--- config.mk ---
export PLATFORM = sky130hd
export DESIGN_NAME = wmr_regs
export DESIGN_NICKNAME = d
export VERILOG_FILES = /design/src/core/wmr_regs.v
export VERILOG_INCLUDE_DIRS = /design/src /design/src/core
export SDC_FILE = /design/constraint.sdc
export NUM_CORES = 1
export LEC_CHECK = 0
export ABC_AREA = 1
export BUFFER_PORTS_ARGS = -buffer_cell sky130_fd_sc_hd__buf_4
export CAP_MARGIN = 20
export CORE_ASPECT_RATIO = 1.2
export CORE_MARGIN = 2
export CORE_UTILIZATION = 55
export CTS_CLUSTER_SIZE = 16
export DETAILED_ROUTE_END_ITERATION = 12
export PLACE_DENSITY = 0.77
export SKIP_CTS_REPAIR_TIMING = 1
export SLEW_MARGIN = 15
export SYNTH_ARGS = -nofsm -noshare
export SYNTH_HDL_FRONTEND = slang
export SYNTH_SLANG_ARGS = --single-unit
--- constraint.sdc ---
create_clock -name clk_sys -period 4.7 [get_ports clk_sys]
set_input_delay 1.175 -clock clk_sys [delete_from_list [all_inputs] [get_ports clk_sys]]
set_output_delay 1.175 -clock clk_sys [all_outputs]
set_load 0.1 [all_outputs]
--- src/core/wmr_defs.vh ---
// Register indices, field positions, reset values and command codes of the wake-up register bank
`ifndef WMR_DEFS_VH
`define WMR_DEFS_VH

// Register indices; byte address is four times the index
`define WMR_IDX_PHASE_CONFIG     10'h036
`define WMR_IDX_PHASE_REFERENCE  10'h037
`define WMR_IDX_PHASE_AVERAGE    10'h038
`define WMR_IDX_PHASE_RESULT     10'h039
`define WMR_IDX_CAP_CONFIG       10'h03A
`define WMR_IDX_CAP_REFERENCE    10'h03B
`define WMR_IDX_CAP_AVERAGE      10'h03C
`define WMR_IDX_CAP_RESULT       10'h03D
`define WMR_IDX_CHIP_IDENTITY    10'h03F
`define WMR_IDX_IRQ_STATUS       10'h040
`define WMR_IDX_IRQ_ENABLE       10'h041
`define WMR_IDX_IRQ_CLEAR        10'h042
`define WMR_IDX_COMMAND          10'h043

// Spacing of the per-channel register groups, in indices
`define WMR_CHAN_STRIDE          10'h004
// Offsets inside a channel group
`define WMR_SUB_CONFIG           10'h000
`define WMR_SUB_REFERENCE        10'h001
`define WMR_SUB_AVERAGE          10'h002
`define WMR_SUB_RESULT           10'h003

// Configuration register fields
`define WMR_CFG_DELTA_HI         7
`define WMR_CFG_DELTA_LO         4
`define WMR_CFG_IRQ_IN_AVG       3
`define WMR_CFG_WEIGHT_HI        2
`define WMR_CFG_WEIGHT_LO        1
`define WMR_CFG_USE_AVG          0

// Weight code 00 means 4, so the shift is the code plus two
`define WMR_WEIGHT_SHIFT_BASE    3'h2

// Identity register fields
`define WMR_ID_TYPE_HI           7
`define WMR_ID_TYPE_LO           3
`define WMR_ID_REV_HI            2
`define WMR_ID_REV_LO            0

// Reset and default values
`define WMR_RST_BYTE             8'h00
`define WMR_RST_STATUS           2'h0

// Command register: writing this bit restores the channel register defaults; interrupt status and enable keep their values
`define WMR_CMD_SET_DEFAULT      0

// Interrupt bits, one per channel
`define WMR_CHAN_PHASE           0
`define WMR_CHAN_CAP             1

`endif

--- src/core/wmr_regs.v ---
// APB register bank of the phase and capacitance wake-up measurements
`timescale 1ns/1ps
`include "wmr_defs.vh"

module wmr_regs #(
	parameter [4:0] DEVICE_TYPE_CODE      = 5'h1E,	// Arbitrary value
	parameter [2:0] SILICON_REVISION_CODE = 3'h7,	// Arbitrary value
	parameter       NUM_CHANNELS          = 2
) (
	input  wire        clk_sys,
	input  wire        rst_n,
	input  wire        ce,
	input  wire [11:0] paddr,
	input  wire        psel,
	input  wire        penable,
	input  wire        pwrite,
	input  wire [31:0] pwdata,
	output reg  [31:0] prdata,
	output reg         pready,
	output reg         pslverr,
	input  wire        phaseResultValid,
	input  wire [7:0]  phaseResultIn,
	input  wire        capResultValid,
	input  wire [7:0]  capResultIn,
	output reg         wakeIrq
);

	// Bus decode
	wire [9:0]  regIdx;
	wire        setupPhase;
	wire        writeTaken;
	wire        hitEnable;
	wire        hitClear;
	wire        hitCommand;
	wire        clearWrite;
	wire        enableWrite;
	wire        setDefault;
	wire        refused;

	// Measurement inputs packed per channel
	wire [1:0]  measValid;
	wire [15:0] measData;

	// Register views gathered from the channels, plus identity and pending interrupt
	wire [15:0] cfgBus;
	wire [15:0] refBus;
	wire [15:0] avgBus;
	wire [15:0] resBus;
	wire [1:0]  tripBus;
	wire [7:0]  identity;
	wire        irqPending;

	// Interrupt state and bus answer
	reg  [1:0]  irqStatus_ff;
	reg  [1:0]  irqEnable_ff;
	reg  [1:0]  nxt_irqStatus;
	reg  [1:0]  nxt_irqEnable;
	reg  [31:0] rdMux;
	reg         mapped;
	reg         nxt_pready;
	reg         nxt_pslverr;
	reg  [31:0] nxt_prdata;

	assign regIdx      = paddr[11:2];
	assign setupPhase  = psel & ~penable;
	assign writeTaken  = psel & penable & pwrite & pready & ~pslverr;
	assign hitEnable   = (regIdx == `WMR_IDX_IRQ_ENABLE);
	assign hitClear    = (regIdx == `WMR_IDX_IRQ_CLEAR);
	assign hitCommand  = (regIdx == `WMR_IDX_COMMAND);
	assign clearWrite  = writeTaken & hitClear;
	assign enableWrite = writeTaken & hitEnable;
	assign setDefault  = writeTaken & hitCommand & pwdata[`WMR_CMD_SET_DEFAULT];
	assign measValid   = {capResultValid, phaseResultValid};
	assign measData    = {capResultIn, phaseResultIn};
	assign identity    = {DEVICE_TYPE_CODE, SILICON_REVISION_CODE};
	assign irqPending  = |(nxt_irqStatus & nxt_irqEnable);

	// One register group per measurement channel: config, reference, average, result
	genvar gi;
	generate
		for (gi = 0; gi < NUM_CHANNELS; gi = gi + 1) begin : gChan
			localparam integer BASE_I = `WMR_IDX_PHASE_CONFIG + `WMR_CHAN_STRIDE * gi;
			localparam [9:0]   BASE   = BASE_I[9:0];

			reg  [7:0]        config_ff;
			reg  [7:0]        reference_ff;
			reg  [7:0]        average_ff;
			reg  [7:0]        result_ff;
			wire              cfgWrite;
			wire              refWrite;
			wire              take;
			wire [3:0]        deltaField;
			wire              irqInAvg;
			wire [1:0]        weightCode;
			wire              useAvg;
			wire              above;
			wire [7:0]        upDiff;
			wire [7:0]        downDiff;
			wire [7:0]        newResult;
			wire [7:0]        cmpRef;
			wire [7:0]        absDiff;
			wire              trip;
			wire              enterAvg;
			wire [2:0]        shiftAmt;
			wire signed [9:0] step;
			wire signed [9:0] scaledStep;
			wire [9:0]        avgSum;

			assign cfgWrite   = writeTaken & (regIdx == BASE + `WMR_SUB_CONFIG);
			assign refWrite   = writeTaken & (regIdx == BASE + `WMR_SUB_REFERENCE);
			assign take       = measValid[gi];
			assign deltaField = config_ff[`WMR_CFG_DELTA_HI:`WMR_CFG_DELTA_LO];
			assign irqInAvg   = config_ff[`WMR_CFG_IRQ_IN_AVG];
			assign weightCode = config_ff[`WMR_CFG_WEIGHT_HI:`WMR_CFG_WEIGHT_LO];
			assign useAvg     = config_ff[`WMR_CFG_USE_AVG];
			assign newResult  = measData[gi*8 +: 8];
			assign cmpRef     = useAvg ? average_ff : reference_ff;
			assign above      = (newResult >= cmpRef);
			assign upDiff     = newResult - cmpRef;
			assign downDiff   = cmpRef - newResult;
			assign absDiff    = above ? upDiff : downDiff;
			assign trip       = absDiff > {4'h0, deltaField};
			assign enterAvg   = ~trip | irqInAvg;
			assign shiftAmt   = {1'b0, weightCode} + `WMR_WEIGHT_SHIFT_BASE;
			assign step       = $signed({2'b00, newResult}) - $signed({2'b00, average_ff});
			assign scaledStep = step >>> shiftAmt;
			assign avgSum     = {2'b00, average_ff} + scaledStep;

			// Configuration: written by software, cleared by the set-default command
			always @(posedge clk_sys or negedge rst_n) begin
				if (!rst_n) begin
					config_ff <= `WMR_RST_BYTE;
				end else if (ce) begin
					if (setDefault) begin
						config_ff <= `WMR_RST_BYTE;
					end else if (cfgWrite) begin
						config_ff <= pwdata[7:0];
					end
				end
			end

			// Software reference used while averaging is not selected
			always @(posedge clk_sys or negedge rst_n) begin
				if (!rst_n) begin
					reference_ff <= `WMR_RST_BYTE;
				end else if (ce) begin
					if (setDefault) begin
						reference_ff <= `WMR_RST_BYTE;
					end else if (refWrite) begin
						reference_ff <= pwdata[7:0];
					end
				end
			end

			// Latest result, shown until the next measurement or the set-default command
			always @(posedge clk_sys or negedge rst_n) begin
				if (!rst_n) begin
					result_ff <= `WMR_RST_BYTE;
				end else if (ce) begin
					if (setDefault) begin
						result_ff <= `WMR_RST_BYTE;
					end else if (take) begin
						result_ff <= newResult;
					end
				end
			end

			// Running average; a tripping result enters only when allowed
			always @(posedge clk_sys or negedge rst_n) begin
				if (!rst_n) begin
					average_ff <= `WMR_RST_BYTE;
				end else if (ce) begin
					if (setDefault) begin
						average_ff <= `WMR_RST_BYTE;
					end else if (take && enterAvg) begin
						average_ff <= avgSum[7:0];
					end
				end
			end

			assign cfgBus[gi*8 +: 8] = config_ff;
			assign refBus[gi*8 +: 8] = reference_ff;
			assign avgBus[gi*8 +: 8] = average_ff;
			assign resBus[gi*8 +: 8] = result_ff;
			assign tripBus[gi]       = measValid[gi] & trip;
		end
	endgenerate

	// Sticky status: a trip in the same cycle as its clear keeps the bit set
	always @* begin
		nxt_irqStatus = irqStatus_ff;
		if (clearWrite) begin
			nxt_irqStatus = irqStatus_ff & ~pwdata[1:0];
		end
		nxt_irqStatus = nxt_irqStatus | tripBus;
	end

	// Interrupt enable, plain read-write
	always @* begin
		nxt_irqEnable = irqEnable_ff;
		if (enableWrite) begin
			nxt_irqEnable = pwdata[1:0];
		end
	end

	// Read decode, sampled in the setup cycle
	always @* begin
		rdMux = 32'h0000_0000;
		case (regIdx)
			`WMR_IDX_PHASE_CONFIG:    rdMux[7:0] = cfgBus[7:0];
			`WMR_IDX_PHASE_REFERENCE: rdMux[7:0] = refBus[7:0];
			`WMR_IDX_PHASE_AVERAGE:   rdMux[7:0] = avgBus[7:0];
			`WMR_IDX_PHASE_RESULT:    rdMux[7:0] = resBus[7:0];
			`WMR_IDX_CAP_CONFIG:      rdMux[7:0] = cfgBus[15:8];
			`WMR_IDX_CAP_REFERENCE:   rdMux[7:0] = refBus[15:8];
			`WMR_IDX_CAP_AVERAGE:     rdMux[7:0] = avgBus[15:8];
			`WMR_IDX_CAP_RESULT:      rdMux[7:0] = resBus[15:8];
			`WMR_IDX_CHIP_IDENTITY:   rdMux[7:0] = identity;
			`WMR_IDX_IRQ_STATUS:      rdMux[1:0] = irqStatus_ff;
			`WMR_IDX_IRQ_ENABLE:      rdMux[1:0] = irqEnable_ff;
			`WMR_IDX_IRQ_CLEAR:       rdMux      = 32'h0000_0000;
			`WMR_IDX_COMMAND:         rdMux      = 32'h0000_0000;
			default:                  rdMux      = 32'h0000_0000;
		endcase
	end

	// Index map: anything outside it answers with an error
	always @* begin
		case (regIdx)
			`WMR_IDX_PHASE_CONFIG:    mapped = 1'b1;
			`WMR_IDX_PHASE_REFERENCE: mapped = 1'b1;
			`WMR_IDX_PHASE_AVERAGE:   mapped = 1'b1;
			`WMR_IDX_PHASE_RESULT:    mapped = 1'b1;
			`WMR_IDX_CAP_CONFIG:      mapped = 1'b1;
			`WMR_IDX_CAP_REFERENCE:   mapped = 1'b1;
			`WMR_IDX_CAP_AVERAGE:     mapped = 1'b1;
			`WMR_IDX_CAP_RESULT:      mapped = 1'b1;
			`WMR_IDX_CHIP_IDENTITY:   mapped = 1'b1;
			`WMR_IDX_IRQ_STATUS:      mapped = 1'b1;
			`WMR_IDX_IRQ_ENABLE:      mapped = 1'b1;
			`WMR_IDX_IRQ_CLEAR:       mapped = 1'b1;
			`WMR_IDX_COMMAND:         mapped = 1'b1;
			default:                  mapped = 1'b0;
		endcase
	end

	// Read-only registers refuse writes with an error
	function isReadOnly;
		input [9:0] idx;
		begin
			case (idx)
				`WMR_IDX_PHASE_AVERAGE: isReadOnly = 1'b1;
				`WMR_IDX_PHASE_RESULT:  isReadOnly = 1'b1;
				`WMR_IDX_CAP_AVERAGE:   isReadOnly = 1'b1;
				`WMR_IDX_CAP_RESULT:    isReadOnly = 1'b1;
				`WMR_IDX_CHIP_IDENTITY: isReadOnly = 1'b1;
				`WMR_IDX_IRQ_STATUS:    isReadOnly = 1'b1;
				default:                isReadOnly = 1'b0;
			endcase
		end
	endfunction

	assign refused = ~mapped | (pwrite & isReadOnly(regIdx));

	// Next bus answer: zero wait states, one-cycle pulse in the access cycle
	always @* begin
		nxt_pready  = 1'b0;
		nxt_pslverr = 1'b0;
		nxt_prdata  = 32'h0000_0000;
		if (setupPhase) begin
			nxt_pready  = 1'b1;
			nxt_pslverr = refused;
			if (!pwrite) begin
				nxt_prdata = rdMux;
			end
		end
	end

	// Sticky status bits
	always @(posedge clk_sys or negedge rst_n) begin
		if (!rst_n) begin
			irqStatus_ff <= `WMR_RST_STATUS;
		end else if (ce) begin
			irqStatus_ff <= nxt_irqStatus;
		end
	end

	// Enable bits
	always @(posedge clk_sys or negedge rst_n) begin
		if (!rst_n) begin
			irqEnable_ff <= `WMR_RST_STATUS;
		end else if (ce) begin
			irqEnable_ff <= nxt_irqEnable;
		end
	end

	// Output follows next-state so it rises together with its status bit
	always @(posedge clk_sys or negedge rst_n) begin
		if (!rst_n) begin
			wakeIrq <= 1'b0;
		end else if (ce) begin
			wakeIrq <= irqPending;
		end
	end

	// Bus answer flops; a low clock enable stalls the answer
	always @(posedge clk_sys or negedge rst_n) begin
		if (!rst_n) begin
			pready <= 1'b0;
		end else if (ce) begin
			pready <= nxt_pready;
		end
	end

	always @(posedge clk_sys or negedge rst_n) begin
		if (!rst_n) begin
			pslverr <= 1'b0;
		end else if (ce) begin
			pslverr <= nxt_pslverr;
		end
	end

	always @(posedge clk_sys or negedge rst_n) begin
		if (!rst_n) begin
			prdata <= 32'h0000_0000;
		end else if (ce) begin
			prdata <= nxt_prdata;
		end
	end

endmodule // wmr_regs

After elaboration in Yosys (flattened, before gate mapping)
Cells that the tools add are included.

word-level totals
  output and inout bits = 35
  bits of input ports = 68
  flip-flop bits (word level) = 103

cells by class
  add/subtract/negate cells = 10
  eq/ne operators = 13
  reduce and logical (&&, ||, !) cells = 21
  magnitude comparators = 4
  mux-type cells = 30
  shift-type cells = 2
  bitwise gates (word level) = 28

operators by type and width
  kind                   count
  $mux W8                22
  $eq A10 B6 Y1 const B  9
  $pmux W6 S9            1
  $eq A10 B7 Y1 const B  4
  $sub A8 B8 Y8          4
  $pmux W2 S11           1
  $sshr A9 B3 Y8         2
  $sub A8 B8 Y9          2
  $add A8 B8 Y8          2
  $and A1 B1 Y1          16
  $ge A8 B8 Y1           2
  $gt A8 B4 Y1           2
  $reduce_and A2 Y1      8
  $reduce_bool A2 Y1     8
  $reduce_or A13 Y1      1
  $add A2 B2 Y3 const B  2
  $reduce_or A6 Y1       1
  $not A1 Y1             5
  $and A2 B2 Y2          2
  $mux W1                4
  $mux W2                2
  $or A1 B1 Y1           3
  $logic_and A1 B1 Y1    2
  $not A2 Y2             1
  2 further kinds        2

Longest topological paths before layout
  depth in word-level cells = 9
  depth in mapped cells = 27
  depth with buffers taken out = 26

Worst setup path before layout
OpenSTA, ideal clock, no wires.

  path kind = input to register
  start point = input port capResultIn[1]
  end point = register gChan[1].average_ff[6]
  path buffers = 0
  arrival time = 3.749 ns
  stages = 24
  setup slack = 0.833 ns
  data required time = 4.582 ns
  cell sequence = ha_1 > a21oi_1 > o21bai_1 > nand2_1 > a31oi_1 > inv_1 > nand2_1 > nand3_1 > o21ai_0 > nand2_1 > nand2_1 > ha_1 > inv_1 > fa_1 > inv_1 > nand2_1 > a21oi_1 > or2_2 > nand2_1 > nand2_1 > a21oi_1 > or2_2 > nand3_1 > o21ai_2

between the ends
  longest elaborated chain between the ends = 8

ends and longest elaborated chain
  element                                                line            text
  start, declared                                        wmr_regs.v:24   input wire [7:0] capResultIn,
  branches (longest 8 deep; another with $sub A8 B8 Y9)  --
  end signal, assigned                                   wmr_regs.v:171  average_ff <= `WMR_RST_BYTE;
  end signal, assigned                                   wmr_regs.v:174  average_ff <= `WMR_RST_BYTE;
  end signal, assigned                                   wmr_regs.v:176  average_ff <= avgSum[7:0];
  end, declared                                          wmr_regs.v:87   reg [7:0] average_ff;

Several ways; the timed one is not identified. The select of a mux whose other input is x is not followed.
A chain may end at the register's enable or synchronous reset.

Final worst setup path
Ends and elaborated chain as after synthesis.

==> results by group <==
CTS
  – Max Buffers Root-to-Sink: 2
  – Root Driver: clkbuf_16
  – Num CTS Buffers: 9
  – Clk slew on worst S/H paths: ~0.060 ns
  – Clk sinks: around 80
  – TritonCTS clock tree: yes
  – Clk Latency, worst-skew pair: ~0.35 ns
  – # H-tree levels: 3

Floorplanning
  – Die area: 14400 µm²
  – Row count: between 40 and 50
  – Core area: between 10000 and 15000 µm²
  – Die height: between 100 and 150 µm
  – Die Wd: between 100 and 150 µm
  – Initial Util: 56.2%
  – I/O pin cnt: around 100

Logic synthesis
  – Complex-gate fraction of the synthesized area: roughly 16%
  – Simple-Gate Fraction of Synth Area: 28.8%
  – Post-Synth Adder-Cell Area: approximately an eighth
  – Primary FF master, synth: dfrtp_1
  – Seq cells post-synth: 79
  – Warnings, synthesis: 0
  – Syn Area/Cell: around 6.7 µm²
  – Register area share after synthesis: between 20% and 30%
  – Mapped Area: ~7400 µm²
  – Post-synth EDFFs: 0
  – XOR/XNOR Fraction of Synth Area: under 10%
  – Synth Instances: about 1100
  – Post-synthesis mux area share: 0%
  – Largest family of logic cells by synthesized area: simple AND/OR/NAND/NOR gates
  – Ys async rst share: 100%
  – Cell variety after synth: between 50 and 60

Cells and area
  – Fillcell total: approximately 1300
  – Storage cell area: 1980 µm²
  – Post-layout nets: about 1300
  – Final cell count without fillers: 1318
  – Ant. Diodes: 0
  – Area growth, synth to finish: 9.57%
  – Commonest cells after routing, fill and taps aside: 315 x nand2_1, 164 x inv_1, 79 x nand3_1, 79 x dfrtp_1, 73 x o21ai_1
  – Fraction of layout cells with a size suffix above 1: 9.91%
  – Most common cell after layout, fill and taps aside: nand2_1
  – Multi-input logic area: about 4500 µm²

Pwr
  – Leakage power: about 4.4 nW
  – Pwr dens: around 440 nW/µm²
  – Post-layout power: between 3 and 4 mW
  – VDD IR max: between 0.2 and 0.3 mV

Drt
  – Detail Route Antenna Nets: 0
  – Drc violations: 0
  – Initial DRC Count: between 500 and 600
  – Initial DRT Pass Iterations: 6
  – Avg WL per Cell: 14.9 µm
  – WL final: 19600 µm
  – Vias: a little over 7000
  – Vias per std cell: between 5 and 6

Global routing
  – Total track usage: roughly 28%
  – Gr ovfl total: 0
  – Vias in the first global route: around 6400
  – Initial antenna violation count: 0
  – First-pass GRT wire length: between 30000 and 40000 µm
  – Largest net degree at the start of global routing: 80

Timing
  – RSZ-0062 raised after global routing: false
  – Setup violations, final: 0
  – Fmax: 248 MHz
  – Worst slew margin: approximately 28%
  – Minimum clock period: about 4.0 ns
  – Setup TNS: 0 ns
  – Clock Skews: 0.00874 ns
  – Worst-Margin Slew: 1.07 ns
  – Tcrit/Tclk final: between 80% and 90%
  – Final hold violations: 0
  – Slew Viols, Final: 0
  – Worst Setup Slack, final: approximately 0.66 ns

Placed design
  – Post-Place Cells: 1300
  – Final GP Congestion: between 0.9 and 1
  – Pre-CTS setup slack: 0.290 ns
  – Port bufs: 52
  – DP HPWL: approximately 15000 µm

Setup path
  – Most frequent cell on the critical path: nand2_1
  – Worst EP required: 4.93 ns
  – Delay-heaviest family, CP: simple AND/OR/NAND/NOR gates
  – Worst EP arrival: approximately 4.3 ns
  – Worst path slowest cell: fa_1
  – CP Class: in -> reg
  – Buffers & Inverters on Critical Path: 4
  – Worst-path maximum fanout: 5
  – Worst path max stage delay: about 0.4 ns
  – CP Launch Type: primary input
  – CP Capture Type: flop

Job
  – Max_cap viols: 0

Outcome
  – Status: completed

Min path
  – HP Class: reg -> reg
[state kept, by name, summed over array words and instances (netlist names)]
name and flops:
pslverr 1, wakeIrq 1, gChan.config_ff 16, irqStatus_ff 2, gChan.reference_ff 16, gChan.result_ff 16, gChan.average_ff 16, pready 1
prdata 8, irqEnable_ff 2
[metrics by stage]
step / hold WS, ns / area [µm²] / util (%)
finish: 0.483 / 8110 / 61.5
global route: 0.515 / 8110 / 61.5
CTS: 0.487 / 8080 / 61.3
detailed placement: 0.471 / 7770 / 58.9
global placement: 0.469 / 7770 / 58.9
floorplan: 0.459 / 7490 / -
[Yosys cell counts, drive strengths merged, types with 9 or more instances]
library cell  count  area share (%)
a21oi            52             3.6
buf              43             4.0
clkbuf           11            0.56
dfrtp            79              27
ha               66              11
inv             171             8.7
nand2           318              16
nand3            81             5.6
nand4            13             1.1
nor2             51             2.8
nor3             10            0.96
o21ai           128             9.0
o22ai            11            0.93
or2              15             1.3
xnor2             9             1.1
xor2              9             1.1
[worst paths after layout]
path                                            start                endpoint  slack (ns)  cells after the start
worst max-delay path                   capResultIn[1]  gChan[1].average_ff[6]        0.66                     25
worst min-delay path                        prdata[0]               prdata[0]        0.48                      2
worst max register to register  gChan[1].config_ff[0]  gChan[1].average_ff[6]        0.70                     18
worst min register to register              prdata[0]               prdata[0]        0.48                      2
max in group asynchronous                       rst_n   gChan[1].config_ff[4]        3.41                      2
min in group asynchronous                       rst_n               prdata[0]        0.70                      1
[layout make-up]
cell class,instances,area share (%)
Clock buffer,11,3.12
Clock inverter,5,0.694
Inverter,172,7.98
Multi-Input combinational cell,827,55.8
Sequential cell,79,24.4
Tap cell,168,2.59
Timing Repair Buffer,56,5.43
[layer usage]
metal	vias to the layer above	routed length (µm)	global-route usage (%)
li1	3616	-	-
met1	3270	8200	36.2
met2	252	9660	48.4
met3	48	1110	3.66
met4	0	665	10.9
met5	-	0	0
[power breakdown]
| group | total [mW] | internal, mW | switching [mW] | leakage, nW |
|---|---|---|---|---|
| Clock | 0.727 | 0.439 | 0.288 | 0.152 |
| Sequential | 0.851 | 0.770 | 0.0813 | 1.04 |
| Combinational | 2.02 | 0.788 | 1.23 | 3.17 |
[kinds of logic (layout without fill, tap and decap cells)]
family	count (synthesis)	in the layout
XOR/XNOR	18	18
AND/OR/NAND/NOR	497	497
adder cells (fa/ha/maj)	72	72
AO/OA/AOI/OAI	216	216
buffers and inverters	226	244
other	1	24
flip-flops	79	79
[worst reg2reg max path: cells and delay by family (launching register included)]
| kind | cells | cell delay (ns) |
|---|---|---|
| and+or+nand+nor | 7 | 0.91 |
| buffers and inverters | 2 | 0.14 |
| DFF | 1 | 0.55 |
| AOI/OAI and AO/OA | 6 | 1.39 |
| xor gates and xnor gates | 1 | 0.17 |
| adders and majority gates | 2 | 0.70 |
Note: power is estimated with default switching activity, not from simulation.
